===== config.mk =====
export PLATFORM = sky130hd
export DESIGN_NAME = adcps_top
export DESIGN_NICKNAME = d
export VERILOG_FILES = /design/src/adcps_pkg.sv /design/src/adcps_top.sv
export SDC_FILE = /design/constraint.sdc
export NUM_CORES = 1
export LEC_CHECK = 0
export BUFFER_PORTS_ARGS = -buffer_cell sky130_fd_sc_hd__buf_4
export CORE_MARGIN = 2
export CORE_UTILIZATION = 55
export CTS_BUF_LIST = sky130_fd_sc_hd__clkbuf_8
export DETAILED_ROUTE_END_ITERATION = 12
export HOLD_SLACK_MARGIN = 0.06
export PLACE_DENSITY = 0.74
export SYNTH_ARGS = -nofsm -noshare
export SYNTH_HDL_FRONTEND = slang
export SYNTH_SLANG_ARGS = --single-unit

===== constraint.sdc =====
create_clock -name CLOCK_IN -period 3.05 [get_ports CLOCK_IN]
set_clock_uncertainty 0.15 [all_clocks]
set_input_delay 0.4575 -clock CLOCK_IN [delete_from_list [all_inputs] [get_ports CLOCK_IN]]
set_output_delay 0.4575 -clock CLOCK_IN [all_outputs]
set_load 0.005 [all_outputs]

===== src/adcps_pkg.sv =====
package adcps_pkg;
  // bus and data widths
  localparam int ADCPS_AW = 8;
  localparam int ADCPS_DW = 32;
  localparam int ADCPS_NCH = 14;
  localparam int ADCPS_RW = 10;
  // register byte offsets
  localparam logic [7:0] ADCPS_OFF_CTRL0 = 8'h00;
  localparam logic [7:0] ADCPS_OFF_CTRL1 = 8'h04;
  localparam logic [7:0] ADCPS_OFF_RES0 = 8'h40;
  localparam logic [7:0] ADCPS_OFF_RES13 = 8'h74;
  // scan_control_reg0 field positions
  localparam int ADCPS_C0_RUN = 15;
  localparam int ADCPS_C0_ACTIVE = 14;
  localparam int ADCPS_C0_SELMODE = 11;
  localparam int ADCPS_C0_POLL = 10;
  localparam logic [15:0] ADCPS_C0_WMASK = 16'hBFFF;
  // scan_control_reg1 field positions
  localparam int ADCPS_C1_FIRST_LSB = 0;
  localparam int ADCPS_C1_LAST_LSB = 4;
  localparam int ADCPS_C1_SEL_LSB = 8;
  // values after reset
  localparam logic [15:0] ADCPS_C0_RST = 16'h0000;
  localparam logic [15:0] ADCPS_C1_RST = 16'h0000;
  localparam logic [9:0] ADCPS_RES_RST = 10'h000;
  // sequencer states, gray along idle -> start -> wait
  typedef enum logic [1:0]
  {
    ADCPS_IDLE = 2'b00,
    ADCPS_START = 2'b01,
    ADCPS_WAIT = 2'b11
  } adcps_state_t;
endpackage


===== src/adcps_top.sv =====
// Implementation choices: the AHB-Lite slave port and the placing of the registers.
`timescale 1ns/1ps
`default_nettype none
module adcps_top
(
  // clock and reset
  input wire logic CLOCK_IN,
  input wire logic RSTN_IN,
  // ahb-lite slave
  input wire logic HSEL_IN,
  input wire logic [adcps_pkg::ADCPS_AW-1:0] HADDR_IN,
  input wire logic [1:0] HTRANS_IN,
  input wire logic HWRITE_IN,
  input wire logic [2:0] HSIZE_IN,
  input wire logic [adcps_pkg::ADCPS_DW-1:0] HWDATA_IN,
  input wire logic HREADY_IN,
  output logic [adcps_pkg::ADCPS_DW-1:0] HRDATA_OUT,
  output logic HREADYOUT_OUT,
  output logic HRESP_OUT,
  // standby: high while the converter clock is withheld
  input wire logic CLOCK_STOP_IN,
  // analog core
  output logic [3:0] ANALOG_CHANNEL_OUT,
  output logic ANALOG_START_OUT,
  output logic ANALOG_ABORT_OUT,
  input wire logic ANALOG_DONE_IN,
  input wire logic [adcps_pkg::ADCPS_RW-1:0] ANALOG_RESULT_IN,
  // conversion-done interrupt
  output logic CONV_DONE_IRQ_OUT
);
  import adcps_pkg::*;

  ////////////////////////////////////////////////////////////////////////////////////////
  // registers and wires
  logic [15:0] scan_control_reg0;
  logic [15:0] scan_control_reg1;
  logic [ADCPS_RW-1:0] channel_result_reg [ADCPS_NCH];
  logic active_reg;
  adcps_state_t state_reg;
  adcps_state_t state_next;
  logic [3:0] chan_reg;
  logic [3:0] chan_next;
  logic start_reg;
  logic abort_reg;
  logic irq_reg;
  logic [ADCPS_DW-1:0] rdata_reg;
  logic wr_pend_reg;
  logic [ADCPS_AW-1:0] wr_addr_reg;
  logic wr_c0;
  logic wr_c1;
  logic [15:0] c0_wval;
  logic restart;
  logic kill;
  logic done_ok;
  logic last_ch;
  logic [3:0] first_ch;
  logic [3:0] last_fld;
  logic [3:0] sel_ch;

  // result register index from a byte address; 4'hf means unmapped
  function automatic logic [3:0] res_index(input logic [ADCPS_AW-1:0] a);
    logic [3:0] idx;
    idx = 4'hf;
    if (a >= ADCPS_OFF_RES0 && a <= ADCPS_OFF_RES13 && a[1:0] == 2'b00)
    begin
      idx = 4'((a - ADCPS_OFF_RES0) >> 2);
    end
    return idx;
  endfunction

  ////////////////////////////////////////////////////////////////////////////////////////
  // ahb-lite slave, zero wait states, always okay
  assign HREADYOUT_OUT = 1'b1;
  assign HRESP_OUT = 1'b0;
  assign HRDATA_OUT = rdata_reg;

  // capture write address phase; data follows next cycle
  always_ff @(posedge CLOCK_IN)
  begin
    if (!RSTN_IN)
    begin
      wr_pend_reg <= 1'b0;
      wr_addr_reg <= '0;
    end
    else
    begin
      wr_pend_reg <= HSEL_IN && HTRANS_IN[1] && HREADY_IN && HWRITE_IN;
      wr_addr_reg <= HADDR_IN;
    end
  end

  assign wr_c0 = wr_pend_reg && (wr_addr_reg == ADCPS_OFF_CTRL0);
  assign wr_c1 = wr_pend_reg && (wr_addr_reg == ADCPS_OFF_CTRL1);
  assign c0_wval = HWDATA_IN[15:0] & ADCPS_C0_WMASK;

  // read data registered at the address phase; unmapped reads zero
  always_ff @(posedge CLOCK_IN)
  begin
    if (!RSTN_IN)
    begin
      rdata_reg <= '0;
    end
    else if (HSEL_IN && HTRANS_IN[1] && HREADY_IN && !HWRITE_IN)
    begin
      if (HADDR_IN == ADCPS_OFF_CTRL0)
      begin
        rdata_reg <= {16'h0000, scan_control_reg0[15], active_reg,
                      scan_control_reg0[13:0]};
      end
      else if (HADDR_IN == ADCPS_OFF_CTRL1)
      begin
        rdata_reg <= {16'h0000, scan_control_reg1};
      end
      else if (res_index(HADDR_IN) != 4'hf)
      begin
        rdata_reg <= {22'h00_0000, channel_result_reg[res_index(HADDR_IN)]};
      end
      else
      begin
        rdata_reg <= '0;
      end
    end
  end

  ////////////////////////////////////////////////////////////////////////////////////////
  // control registers; kept through every standby, cleared by reset, and run also clears when a one-shot pass ends
  always_ff @(posedge CLOCK_IN)
  begin
    if (!RSTN_IN)
    begin
      scan_control_reg0 <= ADCPS_C0_RST;
    end
    else if (wr_c0)
    begin
      scan_control_reg0 <= c0_wval;
    end
    else if (done_ok && last_ch && !scan_control_reg0[ADCPS_C0_POLL])
    begin
      scan_control_reg0[ADCPS_C0_RUN] <= 1'b0; // one-shot trigger mode ends itself
    end
  end

  always_ff @(posedge CLOCK_IN)
  begin
    if (!RSTN_IN)
    begin
      scan_control_reg1 <= ADCPS_C1_RST;
    end
    else if (wr_c1)
    begin
      scan_control_reg1 <= HWDATA_IN[15:0];
    end
  end

  // 4-bit channel fields; software keeps first below last
  assign first_ch = scan_control_reg1[ADCPS_C1_FIRST_LSB +: 4];
  assign last_fld = scan_control_reg1[ADCPS_C1_LAST_LSB +: 4];
  assign sel_ch = scan_control_reg1[ADCPS_C1_SEL_LSB +: 4];

  ////////////////////////////////////////////////////////////////////////////////////////
  // sequencer
  // any control write restarts; clearing run only aborts
  assign restart = wr_c0 || wr_c1;
  assign kill = restart && (state_reg != ADCPS_IDLE);
  // a done after abort or while frozen is dropped, so nothing is stored
  assign done_ok = ANALOG_DONE_IN && (state_reg == ADCPS_WAIT) && !restart
                   && !CLOCK_STOP_IN;
  // end of pass: select mode always, scan at last field; illegal order ends too
  assign last_ch = scan_control_reg0[ADCPS_C0_SELMODE] || (chan_reg >= last_fld)
                   || (chan_reg >= 4'(ADCPS_NCH - 1));

  always_comb
  begin
    state_next = state_reg;
    chan_next = chan_reg;
    if (restart)
    begin
      state_next = c0_wval[ADCPS_C0_RUN] || (!wr_c0 && scan_control_reg0[ADCPS_C0_RUN])
                   ? ADCPS_START : ADCPS_IDLE;
      if (wr_c0 ? c0_wval[ADCPS_C0_SELMODE] : scan_control_reg0[ADCPS_C0_SELMODE])
      begin
        chan_next = wr_c1 ? HWDATA_IN[ADCPS_C1_SEL_LSB +: 4] : sel_ch;
      end
      else
      begin
        chan_next = wr_c1 ? HWDATA_IN[ADCPS_C1_FIRST_LSB +: 4] : first_ch;
      end
    end
    else if (!CLOCK_STOP_IN)
    begin
      case (state_reg)
        ADCPS_IDLE:
        begin
          state_next = ADCPS_IDLE;
        end
        ADCPS_START:
        begin
          state_next = ADCPS_WAIT;
        end
        ADCPS_WAIT:
        begin
          if (done_ok)
          begin
            if (!last_ch)
            begin
              chan_next = chan_reg + 4'h1;
              state_next = ADCPS_START;
            end
            else if (scan_control_reg0[ADCPS_C0_POLL])
            begin
              // polling: go round again with no new run write
              chan_next = scan_control_reg0[ADCPS_C0_SELMODE] ? sel_ch : first_ch;
              state_next = ADCPS_START;
            end
            else
            begin
              state_next = ADCPS_IDLE;
            end
          end
        end
        default:
        begin
          state_next = ADCPS_IDLE;
        end
      endcase
    end
  end

  // frozen while the clock is withheld, except that a control write still restarts it
  always_ff @(posedge CLOCK_IN)
  begin
    if (!RSTN_IN)
    begin
      state_reg <= ADCPS_IDLE;
      chan_reg <= 4'h0;
    end
    else
    begin
      state_reg <= state_next;
      chan_reg <= chan_next;
    end
  end

  // active flag follows run, drops when a one-shot pass ends
  always_ff @(posedge CLOCK_IN)
  begin
    if (!RSTN_IN)
    begin
      active_reg <= 1'b0;
    end
    else if (wr_c0)
    begin
      active_reg <= c0_wval[ADCPS_C0_RUN];
    end
    else if (done_ok && last_ch && !scan_control_reg0[ADCPS_C0_POLL])
    begin
      active_reg <= 1'b0;
    end
  end

  ////////////////////////////////////////////////////////////////////////////////////////
  // analog core strobes; start held back while the clock is withheld
  always_ff @(posedge CLOCK_IN)
  begin
    if (!RSTN_IN)
    begin
      start_reg <= 1'b0;
      abort_reg <= 1'b0;
    end
    else
    begin
      start_reg <= (state_reg == ADCPS_START) && !restart && !CLOCK_STOP_IN;
      abort_reg <= kill;
    end
  end

  assign ANALOG_START_OUT = start_reg;
  assign ANALOG_ABORT_OUT = abort_reg;
  assign ANALOG_CHANNEL_OUT = chan_reg;

  // one irq per conversion in select mode, per pass in scan mode
  always_ff @(posedge CLOCK_IN)
  begin
    if (!RSTN_IN)
    begin
      irq_reg <= 1'b0;
    end
    else
    begin
      irq_reg <= done_ok && last_ch;
    end
  end

  assign CONV_DONE_IRQ_OUT = irq_reg;

  ////////////////////////////////////////////////////////////////////////////////////////
  // result registers, one per input, plainly overwritten
  genvar g;
  generate
    for (g = 0; g < ADCPS_NCH; g++)
    begin : g_res
      always_ff @(posedge CLOCK_IN)
      begin
        if (!RSTN_IN)
        begin
          channel_result_reg[g] <= ADCPS_RES_RST;
        end
        else if (done_ok && chan_reg == 4'(g))
        begin
          channel_result_reg[g] <= ANALOG_RESULT_IN;
        end
      end
    end
  endgenerate

endmodule
`default_nettype wire


==> results.yml <==
outcome:
  status: "finished, final reports clean"
routing:
  drc_errors: 0
  first_pass_iters: 5
  drt-initial-drc-count: 883
  ant_nets: 0
  wirelength_um: 25270
  via_per_inst: 5.818
  wl_per_cell_um: 19.54
  vias: 7523
setup_path:
  worstSetupPathType: "in2reg"
  arrival_ns: 3.10
  worst-path-buf-inv: 2
  slowest_stage: "nor2_1"
  endpoint_kind: "flop"
  path_cells: "dlygate4sd3_1, buf_4, nor2b_1, nand3_1, a21oi_1, nand2_1, nor2_1, and2_1"
  cp.required_ns: 3.27
  cp_slowest_stage_delay_ns: 0.64
  critical-path-top-delay-family: "simple AND/OR/NAND/NOR gates"
  critPathMaxFanout: 10
  cp-start-kind: "input pin"
synth:
  async_flop_share_pct: 0
  synth_most_common_cell: "and2_1"
  yosys.area.top_type: "edfxtp_1"
  syn_area_mm2: 0.009849
  yosysUniqueCellTypes: 52
  synth_area_leaders: "edfxtp_1, dfxtp_1, and2_1, nand2_1, mux2i_1"
  synth_edf_count: 140
  yosysTopAreaCellShare_pct: 42.68
  synth_common_cells: "and2_1, nand2_1, edfxtp_1"
  yosysSeqAreaShare_pct: 55.89
  synth.avg_cell_area_um2: 10.30
  yosys_warnings: 0
  synth-seq-cells: 205
  synth-main-ff-cell: "edfxtp_1"
  synth_cells: 956
global_route:
  grt_pass1_vias: 7327
  grt_pass1_wl_um: 39290
  grt_max_degree: 42
  overflow: 0
  grt_usage_pct: 27.53
  antenna_found_initial: 0
sta:
  max_slew_margin_pct: 51.07
  report.final.setup_viol: 0
  hold_violations: 0
  worst_pin_slew_ns: 0.7313
  rsz0062_at_grt: "false"
  fin_crit_ns: 2.879
  setup_tns_ns: 0
  maxSlewViolCount: 0
  period_share_pct: 94.40
  max_freq_ghz: 0.3473
die:
  start_util_pct: 56.55
  fp.dieArea_mm2: 0.01899
  io_pins: 103
  core.rowCount: 48
  die_h_um: 137.8
  die_x_um: 137.8
  coreArea_mm2: 0.01742
finish:
  nets: 1115
  fillers: 1388
  diodes: 0
  area_growth_pct: 15.47
  postLayoutCellArea_mm2: 0.01137
  drive_above_1_share_pct: 14.51
  largest_reg_flops: 140
pwr:
  leakage_uw: 0.004414
  vdd_ir_drop_max_mv: 0.4840
  powerDensity_mw_per_mm2: 504.6
clocking:
  hold_buffers: 19
  clkLatencyLatePin_ns: 0.53
  ctsResizeCount: 0
  cts_buffers: 36
  post-cts-setup-buffer-count: 0
  cts.clk_slew.worst_paths_ns: 0.05
  ctsRootBufferMaster: "clkbuf_8"
  htree_levels: 2
  cts_num_sinks: 205
  clockBufferDepth: 3
  cts_tree: "done"
place:
  dpl_cell_area_mm2: 0.01054
  gp_congestion: 0.8700
  io_buffer_count: 64
  dp_hpwl_um: 16450
worst_hold_path:
  hold_path.class: "in2reg"
flow_run:
  cap_violations: 0
## final timing paths
check	depth (start not counted)	startpoint	slack [ns]	endpoint
worst min-delay path	2	HADDR_IN[1]	0.09	wr_addr_reg[1]$_SDFF_PN0_
worst min register to register	2	scan_control_reg0[12]$_SDFFE_PN0P_	0.32	scan_control_reg0[12]$_SDFFE_PN0P_
worst max-delay path	8	CLOCK_STOP_IN	0.17	channel_result_reg[2][0]$_SDFFCE_PN0P_
worst max register to register	6	state_reg[0]$_SDFFE_PN0P_	0.40	channel_result_reg[2][0]$_SDFFCE_PN0P_
## cell usage in the layout, fill, tap and decap left out, types with 3 or more instances in the layout
cell type      netlist  final
a211oi_1             9      9
a21oi_1             50     50
a221o_1             10     10
a22o_1               9      9
a31oi_1              9      9
a32oi_1              9      9
and2_1             149    149
buf_4               18     96
clkbuf_8             0     40
clkinv_1             1      6
clkinv_2             0      5
conb_1               2     18
dfxtp_1             65     65
dlygate4sd3_1        0     19
edfxtp_1           140    140
ha_1                 9      9
inv_1                6     17
mux2i_1             40     40
nand2_1            141    141
nand2b_1             4      4
nand3_1             18     18
nand4_1              3      3
nor2_1              57     57
nor2b_1              8      8
nor3_1               3      3
nor4_1               3      3
o211ai_1            27     27
o21ai_0             51     51
o21ai_1              4      4
o31ai_1              8      8
or2_2                5      5
or3_1               11     11
## layer usage
layer  global-route usage (%)  share of wire, %
met1                    37.04                43
met2                    44.06                47
met3                    4.967               7.3
met4                    11.73               3.3
met5                        0                 0
## cell type report
type,instances,area [µm²],area share (%)
sequential,205,5505,48.40
inverter,7,26.28,0.2310
clock inverter,22,93.84,0.8251
timing repair buffer,116,930.9,8.185
multi-input combinational,678,3985,35.04
clock buffer,40,550.5,4.840
tap,225,281.5,2.475
## where the power goes
group	switching (µW)	internal, µW
Combinational	244	133
Clock	1110	1200
Sequential	20.4	3030
## cell families (layout without fill, tap and decap cells)
logic type / count (synthesis) / count (layout) / synth area share (%)
and+or+nand+nor: 409 / 409 / 20.90
DFF: 205 / 205 / 55.89
AOI/OAI and AO/OA: 197 / 197 / 12.83
buffers and inverters: 89 / 185 / 4.344
muxes: 43 / 43 / 4.637
adders and majority gates: 9 / 9 / 1.143
other: 2 / 18 / 0.07625
xor gates and xnor gates: 2 / 2 / 0.1779
## worst reg2reg max path: cells and delay by family (launching register included)
| kind | cells | cell delay [ns] |
|---|---|---|
| simple gates | 5 | 1.56 |
| compound gates | 1 | 0.44 |
| flops | 1 | 0.35 |
## per-stage QoR
stage | utilization, % | setup WS [ns] | cells | power (µW) | hold WS, ns
detailed placement | 60.51 | 0.2377 | 1212 | 3462 | 0.3157
global placement | 60.51 | 0.3204 | 1212 | 3455 | 0.3091
global route | 65.30 | 0.01741 | 1293 | 5912 | 0.08649
finish | 65.30 | 0.1708 | 1293 | 5740 | 0.08541
CTS | 65.30 | 0.1700 | 1293 | 5761 | 0.08002
floorplan | - | 0.4256 | 972 | 3319 | 0.3008
Note: power is estimated with default switching activity, not from simulation.
